File: config.mk
export PLATFORM = sky130hd
export DESIGN_NAME = fmsi_top
export DESIGN_NICKNAME = d
export VERILOG_FILES = /design/src/shared/fmsi_pkg.sv /design/src/rtl/fmsi_clk_mon.sv /design/src/rtl/fmsi_sec_timer.sv /design/src/rtl/fmsi_top.sv
export VERILOG_INCLUDE_DIRS = /design/src /design/src/shared
export SDC_FILE = /design/constraint.sdc
export NUM_CORES = 1
export LEC_CHECK = 0
export BUFFER_PORTS_ARGS = -buffer_cell sky130_fd_sc_hd__buf_2
export CELL_PAD_IN_SITES_DETAIL_PLACEMENT = 0
export CELL_PAD_IN_SITES_GLOBAL_PLACEMENT = 1
export CORE_ASPECT_RATIO = 0.6
export CORE_UTILIZATION = 39
export CTS_BUF_LIST = sky130_fd_sc_hd__clkbuf_8 sky130_fd_sc_hd__clkbuf_16
export DETAILED_ROUTE_END_ITERATION = 7
export PLACE_DENSITY_LB_ADDON = 0.12
export SETUP_SLACK_MARGIN = 0.02
export SKIP_CTS_REPAIR_TIMING = 1
export SLEW_MARGIN = 20
export SYNTH_ARGS = -nofsm -noshare
export SYNTH_HDL_FRONTEND = slang
export SYNTH_SLANG_ARGS = --single-unit
export TNS_END_PERCENT = 50
File: constraint.sdc
create_clock -name clk_in -period 2.2 [get_ports clk_in]
set_input_delay 0.22 -clock clk_in [delete_from_list [all_inputs] [get_ports clk_in]]
set_output_delay 0.22 -clock clk_in [all_outputs]
set_load 0.02 [all_outputs]
File: src/shared/fmsi_map.svh
/*
 Offsets, field positions, reset values and counts of the framer master
 status and interrupt block. Assumes inclusion by bare name from the
 package and the design modules.
 // Function
 // - Overflow summary 1 while a counter saturates; counter clear drops it.
 // - Sub-block summary is 1 while a latched bit and its enable are set.
 // - Sub-block summary drops once latched bits or enables are cleared.
 // - Summary bit raises interrupt only with its enable; drops otherwise.
 // - Transmit clock loss sets after no toggle for 9 to 21 periods.
 // - Receive clock loss sets after no toggle for 9 to 21 periods.
 // - Both clock loss bits read 1 just after reset, then clear.
 // - One-second flag sets each second, timed by the selected line clock.
 // - Writing 1 clears one-second flag; it waits for the next second.
 // - Overflow flag sets on overflow rise, clears on write of 1.
 // - Transmit clock loss flag sets on its rise, clears on write 1.
 // - Receive clock loss flag sets on its rise, clears on write 1.
 // - A latched flag raises the interrupt only while its enable is set.
 // - Enable bits pass their source when 1, block at 0, reset to 0.
 // - Clock select 0 times the second from receive, 1 from transmit clock.
 // - Enable bits 4 to 7: alarm code, framer alarm, tx loss, rx loss.
 // - Global summary bit for this framer follows its interrupt output.
*/
`ifndef FMSI_MAP_SVH
`define FMSI_MAP_SVH

`define FMSI_ADDR_STATUS   8'h08
`define FMSI_ADDR_LATCHED  8'h09
`define FMSI_ADDR_ENABLE   8'h0A

`define FMSI_BIT_OST       0
`define FMSI_BIT_COUNTER_OVERFLOW      1
`define FMSI_BIT_TESTER    2
`define FMSI_BIT_DATALINK  3
`define FMSI_BIT_ALARMCODE 4
`define FMSI_BIT_FRAMER    5
`define FMSI_BIT_TXLOSS    6
`define FMSI_BIT_RXLOSS    7

`define FMSI_ENABLE_RESET  8'h00
`define FMSI_LATCHED_RESET 8'h00
`define FMSI_STATUS_RESET  8'hC0
`define FMSI_SUMMARY_MASK  8'h3C
`define FMSI_FLAG_MASK     8'hC3
`define FMSI_UNMAPPED_READ 8'h00

`define FMSI_SUB_BLOCKS    4
`define FMSI_LOSS_LIMIT    15
`define FMSI_ONE_SEC_EDGES 1000000

`endif

File: src/shared/fmsi_pkg.sv
/*
 Types of the framer master status and interrupt block.
 Assumes the constant header is found on the include path.
*/
`include "fmsi_map.svh"

package fmsi_pkg;

   typedef logic [7:0] fmsi_byte_t;

   typedef enum logic [1:0] {
      FMSI_SEL_NONE    = 2'b00,
      FMSI_SEL_STATUS  = 2'b01,
      FMSI_SEL_LATCHED = 2'b11,
      FMSI_SEL_ENABLE  = 2'b10
   } fmsi_reg_sel_t;

endpackage : fmsi_pkg

File: src/rtl/fmsi_clk_mon.sv
/*
 Loss-of-clock monitor for one line clock, checked with the system clock.
 Assumes the monitored clock is sampled synchronously and runs below half
 the system clock rate.
*/
`timescale 1ns/1ps
`include "fmsi_map.svh"

module fmsi_clk_mon #(
   parameter int LIMIT = `FMSI_LOSS_LIMIT
) (
   input  wire logic clk_in,
   input  wire logic srst_in,
   input  wire logic mon_clk_in,
   output logic      loss_out,
   output logic      rise_out
);

   logic       sample_reg;
   logic       sample_next;
   logic [4:0] count_reg;
   logic [4:0] count_next;
   logic       loss_reg;
   logic       loss_next;
   logic       rise_reg;
   logic       rise_next;
   logic       toggle;

   assign toggle = mon_clk_in != sample_reg;

   always_comb begin
      sample_next = mon_clk_in;
      rise_next   = mon_clk_in & ~sample_reg;
      count_next  = count_reg;
      loss_next   = loss_reg;
      if (toggle) begin
         count_next = 5'h00;
         loss_next  = 1'b0;
      end else if (count_reg == 5'(LIMIT - 1)) begin
         loss_next = 1'b1;
      end else begin
         count_next = count_reg + 5'h01;
      end
   end

   always_ff @(posedge clk_in) begin
      if (srst_in) begin
         sample_reg <= 1'b0;
         count_reg  <= 5'h00;
         loss_reg   <= 1'b1;
         rise_reg   <= 1'b0;
      end else begin
         sample_reg <= sample_next;
         count_reg  <= count_next;
         loss_reg   <= loss_next;
         rise_reg   <= rise_next;
      end
   end

   assign loss_out = loss_reg;
   assign rise_out = rise_reg;
endmodule : fmsi_clk_mon

File: src/rtl/fmsi_sec_timer.sv
/*
 One-second timer counting rising edges of the selected reference clock.
 Assumes edge_in is a one-cycle pulse per reference rising edge.
*/
`timescale 1ns/1ps
`include "fmsi_map.svh"

module fmsi_sec_timer #(
   parameter int EDGES = `FMSI_ONE_SEC_EDGES
) (
   input  wire logic clk_in,
   input  wire logic srst_in,
   input  wire logic edge_in,
   output logic      tick_out
);

   logic [31:0] count_reg;
   logic [31:0] count_next;
   logic        tick_reg;
   logic        tick_next;

   always_comb begin
      count_next = count_reg;
      tick_next  = 1'b0;
      if (edge_in) begin
         if (count_reg == 32'(EDGES - 1)) begin
            count_next = 32'h0000_0000;
            tick_next  = 1'b1;
         end else begin
            count_next = count_reg + 32'h0000_0001;
         end
      end
   end

   always_ff @(posedge clk_in) begin
      if (srst_in) begin
         count_reg <= 32'h0000_0000;
         tick_reg  <= 1'b0;
      end else begin
         count_reg <= count_next;
         tick_reg  <= tick_next;
      end
   end

   assign tick_out = tick_reg;
endmodule : fmsi_sec_timer

File: src/rtl/fmsi_top.sv
/*
 Framer master status, latched status and interrupt enable registers with
 the framer interrupt request. Assumes a synchronous 8-bit register port,
 sub-block latched status and enables supplied by their own blocks, and
 line clocks sampled synchronously to the system clock.
*/
`timescale 1ns/1ps
`include "fmsi_map.svh"

module fmsi_top #(
   parameter int LOSS_LIMIT    = `FMSI_LOSS_LIMIT,
   parameter int ONE_SEC_EDGES = `FMSI_ONE_SEC_EDGES
) (
   input  wire logic               clk_in,
   input  wire logic               srst_in,
   input  wire logic [7:0]         addr_in,
   input  wire logic               wr_en_in,
   input  wire logic               rd_en_in,
   input  wire fmsi_pkg::fmsi_byte_t wdata_in,
   output fmsi_pkg::fmsi_byte_t    rdata_out,
   input  wire logic               counter_saturated_in,
   input  wire logic               counters_clear_in,
   input  wire logic [7:0]         tester_latched_status_in,
   input  wire logic [7:0]         tester_status_enable_in,
   input  wire logic [7:0]         datalink_latched_status_in,
   input  wire logic [7:0]         datalink_status_enable_in,
   input  wire logic [7:0]         alarm_code_latched_status_in,
   input  wire logic [7:0]         alarm_code_status_enable_in,
   input  wire logic [7:0]         framer_latched_status_in,
   input  wire logic [7:0]         framer_status_enable_in,
   input  wire logic               tx_input_clock_in,
   input  wire logic               rx_line_clock_in,
   input  wire logic               one_second_clock_select_in,
   output logic                    irq_out,
   output logic                    one_second_tick_out
);

   function automatic fmsi_pkg::fmsi_reg_sel_t decode(
      input logic [7:0] addr);
      fmsi_pkg::fmsi_reg_sel_t sel;
      sel = fmsi_pkg::FMSI_SEL_NONE;
      if (addr == `FMSI_ADDR_STATUS) begin
         sel = fmsi_pkg::FMSI_SEL_STATUS;
      end else if (addr == `FMSI_ADDR_LATCHED) begin
         sel = fmsi_pkg::FMSI_SEL_LATCHED;
      end else if (addr == `FMSI_ADDR_ENABLE) begin
         sel = fmsi_pkg::FMSI_SEL_ENABLE;
      end
      return sel;
   endfunction : decode

   function automatic logic any_enabled(input logic [7:0] lat,
                                        input logic [7:0] en);
      return |(lat & en);
   endfunction : any_enabled

   fmsi_pkg::fmsi_byte_t master_status_reg;
   fmsi_pkg::fmsi_byte_t master_status_next;
   fmsi_pkg::fmsi_byte_t status_prev_reg;
   fmsi_pkg::fmsi_byte_t status_prev_next;
   fmsi_pkg::fmsi_byte_t master_status_latched_reg;
   fmsi_pkg::fmsi_byte_t master_status_latched_next;
   fmsi_pkg::fmsi_byte_t master_interrupt_enable_reg;
   fmsi_pkg::fmsi_byte_t master_interrupt_enable_next;
   fmsi_pkg::fmsi_byte_t rdata_reg;
   fmsi_pkg::fmsi_byte_t rdata_next;
   logic                 irq_reg;
   logic                 irq_next;
   logic                 tick_reg;
   logic                 tick_next;

   logic [`FMSI_SUB_BLOCKS-1:0][7:0] sub_latched;
   logic [`FMSI_SUB_BLOCKS-1:0][7:0] sub_enable;
   logic [`FMSI_SUB_BLOCKS-1:0]      sub_summary;
   logic                 tx_clock_loss;
   logic                 rx_clock_loss;
   logic                 tx_rise;
   logic                 rx_rise;
   logic                 ref_edge;
   logic                 one_second_tick;
   fmsi_pkg::fmsi_reg_sel_t sel;
   logic                 wr_latched;
   logic                 wr_enable;

   assign sub_latched = {framer_latched_status_in,
                         alarm_code_latched_status_in,
                         datalink_latched_status_in,
                         tester_latched_status_in};
   assign sub_enable  = {framer_status_enable_in,
                         alarm_code_status_enable_in,
                         datalink_status_enable_in,
                         tester_status_enable_in};

   // Tester, data link, alarm code and framer summaries in that order
   generate
      for (genvar i = 0; i < `FMSI_SUB_BLOCKS; i++) begin : g_sub
         assign sub_summary[i] = any_enabled(sub_latched[i],
                                             sub_enable[i]);
      end
   endgenerate

   fmsi_clk_mon #(
      .LIMIT      (LOSS_LIMIT)
   ) u_tx_mon (
      .clk_in     (clk_in),
      .srst_in    (srst_in),
      .mon_clk_in (tx_input_clock_in),
      .loss_out   (tx_clock_loss),
      .rise_out   (tx_rise)
   );

   fmsi_clk_mon #(
      .LIMIT      (LOSS_LIMIT)
   ) u_rx_mon (
      .clk_in     (clk_in),
      .srst_in    (srst_in),
      .mon_clk_in (rx_line_clock_in),
      .loss_out   (rx_clock_loss),
      .rise_out   (rx_rise)
   );

   // Reference edge for the one-second timer
   assign ref_edge = one_second_clock_select_in ? tx_rise : rx_rise;

   fmsi_sec_timer #(
      .EDGES    (ONE_SEC_EDGES)
   ) u_sec (
      .clk_in   (clk_in),
      .srst_in  (srst_in),
      .edge_in  (ref_edge),
      .tick_out (one_second_tick)
   );

   assign sel        = decode(addr_in);
   assign wr_latched = wr_en_in && sel == fmsi_pkg::FMSI_SEL_LATCHED;
   assign wr_enable  = wr_en_in && sel == fmsi_pkg::FMSI_SEL_ENABLE;

   // Status and latched flags
   always_comb begin
      master_status_next = 8'h00;
      master_status_next[`FMSI_BIT_COUNTER_OVERFLOW] = counter_saturated_in |
         (master_status_reg[`FMSI_BIT_COUNTER_OVERFLOW] & ~counters_clear_in);
      master_status_next[`FMSI_BIT_FRAMER:`FMSI_BIT_TESTER] =
         sub_summary;
      master_status_next[`FMSI_BIT_TXLOSS] = tx_clock_loss;
      master_status_next[`FMSI_BIT_RXLOSS] = rx_clock_loss;
      status_prev_next = master_status_reg;

      master_status_latched_next = master_status_latched_reg;
      if (wr_latched) begin
         master_status_latched_next = master_status_latched_reg &
            ~(wdata_in & `FMSI_FLAG_MASK);
      end
      // Set wins over a clear in the same cycle
      if (one_second_tick) begin
         master_status_latched_next[`FMSI_BIT_OST] = 1'b1;
      end
      if (master_status_reg[`FMSI_BIT_COUNTER_OVERFLOW] &
          ~status_prev_reg[`FMSI_BIT_COUNTER_OVERFLOW]) begin
         master_status_latched_next[`FMSI_BIT_COUNTER_OVERFLOW] = 1'b1;
      end
      if (master_status_reg[`FMSI_BIT_TXLOSS] &
          ~status_prev_reg[`FMSI_BIT_TXLOSS]) begin
         master_status_latched_next[`FMSI_BIT_TXLOSS] = 1'b1;
      end
      if (master_status_reg[`FMSI_BIT_RXLOSS] &
          ~status_prev_reg[`FMSI_BIT_RXLOSS]) begin
         master_status_latched_next[`FMSI_BIT_RXLOSS] = 1'b1;
      end
   end

   always_ff @(posedge clk_in) begin
      if (srst_in) begin
         master_status_reg         <= `FMSI_STATUS_RESET;
         status_prev_reg           <= `FMSI_STATUS_RESET;
         master_status_latched_reg <= `FMSI_LATCHED_RESET;
      end else begin
         master_status_reg         <= master_status_next;
         status_prev_reg           <= status_prev_next;
         master_status_latched_reg <= master_status_latched_next;
      end
   end

   // Register port, enables and interrupt request
   always_comb begin
      master_interrupt_enable_next = master_interrupt_enable_reg;
      if (wr_enable) begin
         master_interrupt_enable_next = wdata_in;
      end
      rdata_next = rdata_reg;
      if (rd_en_in) begin
         unique case (sel)
            fmsi_pkg::FMSI_SEL_NONE:    rdata_next = `FMSI_UNMAPPED_READ;
            fmsi_pkg::FMSI_SEL_STATUS:  rdata_next = master_status_reg;
            fmsi_pkg::FMSI_SEL_LATCHED: rdata_next =
               master_status_latched_reg;
            fmsi_pkg::FMSI_SEL_ENABLE:  rdata_next =
               master_interrupt_enable_reg;
         endcase
      end
      irq_next = |(master_status_reg & master_interrupt_enable_reg &
                   `FMSI_SUMMARY_MASK) |
                 |(master_status_latched_reg &
                   master_interrupt_enable_reg & `FMSI_FLAG_MASK);
      tick_next = one_second_tick;
   end

   always_ff @(posedge clk_in) begin
      if (srst_in) begin
         master_interrupt_enable_reg <= `FMSI_ENABLE_RESET;
         rdata_reg                   <= `FMSI_UNMAPPED_READ;
         irq_reg                     <= 1'b0;
         tick_reg                    <= 1'b0;
      end else begin
         master_interrupt_enable_reg <= master_interrupt_enable_next;
         rdata_reg                   <= rdata_next;
         irq_reg                     <= irq_next;
         tick_reg                    <= tick_next;
      end
   end

   // Request toward the shared pin and the global summary bit
   assign irq_out             = irq_reg;
   assign rdata_out           = rdata_reg;
   assign one_second_tick_out = tick_reg;
endmodule : fmsi_top

* Word-level counts from Yosys, hierarchy flattened
Cells that the tools add are included.
** Word-level totals
- Register bits :: 91
- Bits in latches :: 0
- Bits in writable memories :: 0
- Bits in read-only memories :: 0
- Input port bits :: 89
- Output and inout port bits :: 10
- Word-level logic and storage cells :: 93
- Memories kept :: 0
** Cells by class
- Add/subtract/negate cells :: 3
- Multiply operators :: 0
- Div/mod/pow operators :: 0
- Order comparisons :: 0
- Eq/ne operators :: 11
- Shift operators :: 0
- Muxes and demuxes :: 16
- Bitwise logic cells :: 23
- Reductions and logical operators :: 18
** Operators by type and width (count)
- 8-bit bitwise AND :: 6
- 32-bit by 1-bit adder with 32-bit output, second input constant :: 1
- 32-bit by 20-bit == test with 1-bit output, second input constant :: 1
- 32-bit 2-to-1 mux :: 1
- 8-bit case mux with 4 select lines :: 1
- 8-bit OR reduction :: 4
- 8-bit by 4-bit == test with 1-bit output, second input constant :: 3
- 2-bit nonzero test :: 6
- 5-bit by 1-bit adder with 5-bit output, second input constant :: 2
- 5-bit by 4-bit == test with 1-bit output, second input constant :: 2
- 1-bit 2-to-1 mux :: 10
- 8-bit 2-to-1 mux :: 1
- 8-bit inverter :: 1
- 4-bit OR reduction :: 2
- 1-bit inverter :: 7
- 1-bit bitwise AND :: 6
- 6-bit bitwise AND :: 1
- 2-bit 2-to-1 mux :: 3
- 2-bit OR reduction :: 3
- 2-bit == test, second input constant :: 2
- 2-bit by 1-bit == test with 1-bit output, second input constant :: 1
- 1-bit logical AND :: 2
- 2-bit logical NOT :: 1
- 1-bit != test :: 2
- 1-bit bitwise OR :: 2

* Longest topological paths before layout
- Depth in word-level cells :: 8
- Gate-level depth with buffers :: 6
- Mapped depth without buffers :: 5

* Hierarchy
Synthesis repeated with hierarchy kept, for this count alone.
** Second synthesis, totals
- Cell total of the unflattened synthesis :: 429
- Area, all modules :: 3895.0 um2
** By module, submodules not included
- fmsi_sec_timer :: instances 1, cells each 190, area an instance 1621.6 um2, sequential area each 660.6 um2
- fmsi_top :: instances 1, cells each 167, area an instance 1562.7 um2, sequential area each 640.6 um2
- fmsi_clk_mon :: instances 2, cells each 36, area an instance 355.3 um2, sequential area each 160.2 um2

* Least setup slack after synthesis
No wires, ideal clock.
- Kind :: reg-to-reg
- From :: register u_sec.count_reg[0]
- To :: register u_sec.count_reg[16]
- Library setup time :: 125 ps
- Data arrival time :: 1588 ps
- Required time :: 2075 ps
- Setup slack :: 487 ps
- Cell stages (with the launch flop) :: 7
- Buffers on the path :: 1
- Clock period less this slack :: 1713 ps
- Cells stage by stage :: dfxtp_1 -> ha_1 -> nand3_1 -> or3_4 -> o31ai_4 -> buf_2 -> a21oi_1
** On the way
- Longest elaborated chain between the ends :: 2
- Elaborated cells between the ends (all ways) :: 3
- Those cells by class :: add/sub (1); eq/ne (1); mux (1)
** RTL lines
- from (decl) :: line fmsi_sec_timer.sv:17 : logic [31:0] count_reg;
- from (signal assigned) :: line fmsi_sec_timer.sv:40 : count_reg <= count_next;
- 32-bit by 1-bit adder with 32-bit output or 32-bit by 20-bit == test with 1-bit output (tied branches) :: line fmsi_sec_timer.sv:30, fmsi_sec_timer.sv:26
- 32-bit 2-to-1 mux * :: line fmsi_sec_timer.sv:26 : if (count_reg == 32'(EDGES - 1)) begin
Every way passes the cells marked *; elsewhere a longest branch is shown, timed or not.
A chain may end at the register's enable or synchronous reset.

* Worst setup path after layout
- From :: register u_sec.count_reg[0]
- To :: register u_sec.count_reg[18]
The elaborated chain is that of the path after synthesis.

==> results_dict.tcl <==
set metrics [dict create \
    outcome "complete, no violations" \
    ys_seq_area_frac 0.434 \
    max_slew_margin 0.657 \
    ys_warn_count 0 \
    drt_iter0_drc 170 \
    num_vias 3368 \
    h-tree-depth 3 \
    hp-class "primary input to register" \
    pin_count 99 \
    synth_compound_gate_area_share 0.171 \
    cap_viol_max_count 0 \
    synthMuxAreaShare 0.0473 \
    ant_nets 0 \
    path_class "register to register" \
    fin_skew_ns 0.00467 \
    clk_latency_ns 0.34 \
    slew_violations 0 \
    rows 27 \
    synth_cells 404 \
    period_needed_ns 2.00 \
    grt_use_total 0.195 \
    critPathLaunch "u_sec.count_reg[0]$_SDFFE_PP0P_" \
    cts_tree "yes" \
    layout.nets 600 \
    die_w_um 128 \
    core-area_mm2 0.00922 \
    diodes 0 \
    synth_area_mm2 0.00373 \
    timing.rr.start "u_sec.count_reg[0]$_SDFFE_PP0P_" \
    synth_flop_cell "dfxtp_1" \
    comb_power_share 0.064 \
    synth_simple_gate_area_frac 0.247 \
    hp-start "counter_saturated_in" \
    arrival_ns 2.27 \
    synthesis.nets 500 \
    synth_edf_count 0 \
    die_area_mm2 0.00998 \
    ys_types 47 \
    overflow 0 \
    hold_violations 0 \
    required_ns 2.47 \
    p_sw_uw 747 \
    grt_pass1_wl_um 15000 \
    synth_top_family_by_area "simple AND/OR/NAND/NOR gates" \
    p_leak_nw 1.91 \
    power.density_mw_per_mm2 736 \
    internal_power_mw 2.72 \
    yosys.area.top_type "dfxtp_1" \
    avgSynthCellArea_um2 9.24 \
    grt_pass1_vias 3127 \
    drt-total-wl_um 9150 \
    critical-path-top-delay-family "simple AND/OR/NAND/NOR gates" \
    path_max_fanout 17 \
    clockBufferDepth 2 \
    layout-drive-gt1-share 0.273 \
    largest_reg_flops 32 \
    path_cells "ha_1 > and3_1 > nand2_1 > or4_1 > a21oi_1" \
    ys_ff_latch 81 \
    antenna_found_initial 0 \
    yosys-top-cells-area "dfxtp_1, a21oi_1, a22oi_1" \
    wl_per_cell_um 14.3 \
    syn2layout_area_growth_pct 26.2 \
    switching_share 0.215 \
    numCtsBuffers 9 \
    utilization 0.511 \
    synth_xor_area_frac 0.0422 \
    fillers 853 \
    slowest_stage "or4_1" \
    vias_per_cell 5.27 \
    holdWs_ns 0.0790 \
    end_kind "register" \
    clk_pin_slew_ns 0.06 \
    startpoint_type "register" \
    timing.final.crit_share 0.909 \
    fp.dieH_um 77.8 \
    max_freq_mhz 500 \
    start_util 0.405 \
    worst-path-buf-inv 0 \
    routabilityCongestion 0.771 \
    hpwlAfterDp_um 6660 \
    synth_top_area_frac 0.434 \
    pwr-share-clk 0.498 \
    clock-sinks 81 \
    rsz0062_at_grt "no" \
    r2r_slack_ns 0.20 \
    firstDrtPassIters 4 \
    grt_max_degree 32 \
    ir_drop_uv 520 \
    io_buffers 98 \
    multi_input_area_mm2 0.00198 \
    worst_pin_slew_ns 0.514 \
    clockRootBuffer "clkbuf_16" \
    seq_area_mm2 0.00162 \
    synthAdderAreaFrac 0.0235 \
    drc 0 \
    p_seq_frac 0.438 \
    setup_violations 0 \
    synthArstFlopShare 0 \
    tns_ns 0 \
    slowest_delay_ns 0.61 \
]
[kinds of logic (layout without fill, tap and decap cells)]
logic type / after synthesis / count (layout)
buffers and inverters: 28 / 133
adders and majority gates: 7 / 7
DFF: 81 / 81
xor gates and xnor gates: 18 / 18
muxes: 17 / 17
AOI/OAI and AO/OA: 97 / 97
and+or+nand+nor: 156 / 156
[cells in the final DEF (no fill, tap or decap), types with 2 or more instances in the layout]
cell,count
nand4_1,11
o31ai_1,15
a41oi_1,5
a21oi_1,38
nor2_1,30
o21ai_0,9
a22oi_1,20
nor3b_1,2
mux2i_1,12
o2bb2ai_1,3
or2_2,4
inv_1,11
bufinv_16,3
nor4_1,6
nand3_1,22
or4_1,14
nor4b_1,4
a21o_1,2
buf_2,98
a211oi_1,2
nand2b_1,9
nand2_1,15
nand4b_1,2
or3_1,7
and4_1,3
nor2b_1,12
clkbuf_16,9
mux2_2,5
clkinvlp_4,2
ha_1,7
buf_4,7
dfxtp_1,81
xnor2_1,9
xor2_1,9
and3_1,6
[per-stage QoR]
step                      worst slack, ns  instances  instance area, um^2  total power [mW]
after floorplan                     0.487        404                 3730              1.66
after global placement              0.327        623                 4370              1.77
after detailed placement            0.225        623                 4370              1.77
after CTS                           0.201        639                 4710              3.51
after global routing               0.0281        639                 4710              3.62
final                               0.200        639                 4710              3.47
[path summary, 6_finish.rpt]
path | to | cells past startpoint
hold reg to reg | master_status_reg[7]$_SDFF_PP1_ | 1
setup / recovery | u_sec.count_reg[18]$_SDFFE_PP0P_ | 5
hold / removal | master_status_reg[1]$_SDFF_PP0_ | 3
setup reg to reg | u_sec.count_reg[18]$_SDFFE_PP0P_ | 5
[cells in the mapped netlist, types with 2 or more instances]
library cell	number
dfxtp_1	81
a21oi_1	38
nor2_1	30
nand3_1	22
a22oi_1	20
nand2_1	15
o31ai_1	15
or4_1	14
mux2i_1	12
nor2b_1	12
inv_1	11
nand4_1	11
nand2b_1	9
o21ai_0	9
xnor2_1	9
xor2_1	9
clkbuf_1	8
ha_1	7
or3_1	7
and3_1	6
nor4_1	6
a41oi_1	5
mux2_2	5
buf_4	4
nor4b_1	4
or2_2	4
and4_1	3
buf_2	3
o2bb2ai_1	3
a211oi_1	2
a21o_1	2
nand4b_1	2
nor3b_1	2
[layer usage]
metal,up-vias,global-route usage,wire [um],part of all wire
met5,-,0,0,0
met2,99,0.278,3840,0.42
met4,0,0.0682,106,0.012
met3,9,0.0600,498,0.054
li1,1717,-,-,-
met1,1543,0.273,4710,0.51
[tightest hold or removal path: cells and delay by family]
kind | cells | cell delay, ns
AO/OA/AOI/OAI | 1 | 0.03
buffers and inverters | 1 | 0.07
AND/OR/NAND/NOR | 1 | 0.06
[power groups by stage]
stage / combinational [mW] / clock (mW) / sequential [mW]
final: 0.222 / 1.73 / 1.52
after global routing: 0.248 / 1.84 / 1.52
after CTS: 0.224 / 1.77 / 1.52
after detailed placement: 0.223 / 0 / 1.55
after global placement: 0.218 / 0 / 1.55
after floorplan: 0.112 / 0 / 1.54
[layout make-up]
class / instances / share of cell area
clock buffer: 9 / 0.0478
clock inverter: 7 / 0.0252
inverter: 11 / 0.00876
multi-input combinational: 295 / 0.420
sequential: 81 / 0.344
tap: 130 / 0.0345
timing repair buffer: 106 / 0.119
Note: power is estimated with default switching activity, not from simulation.
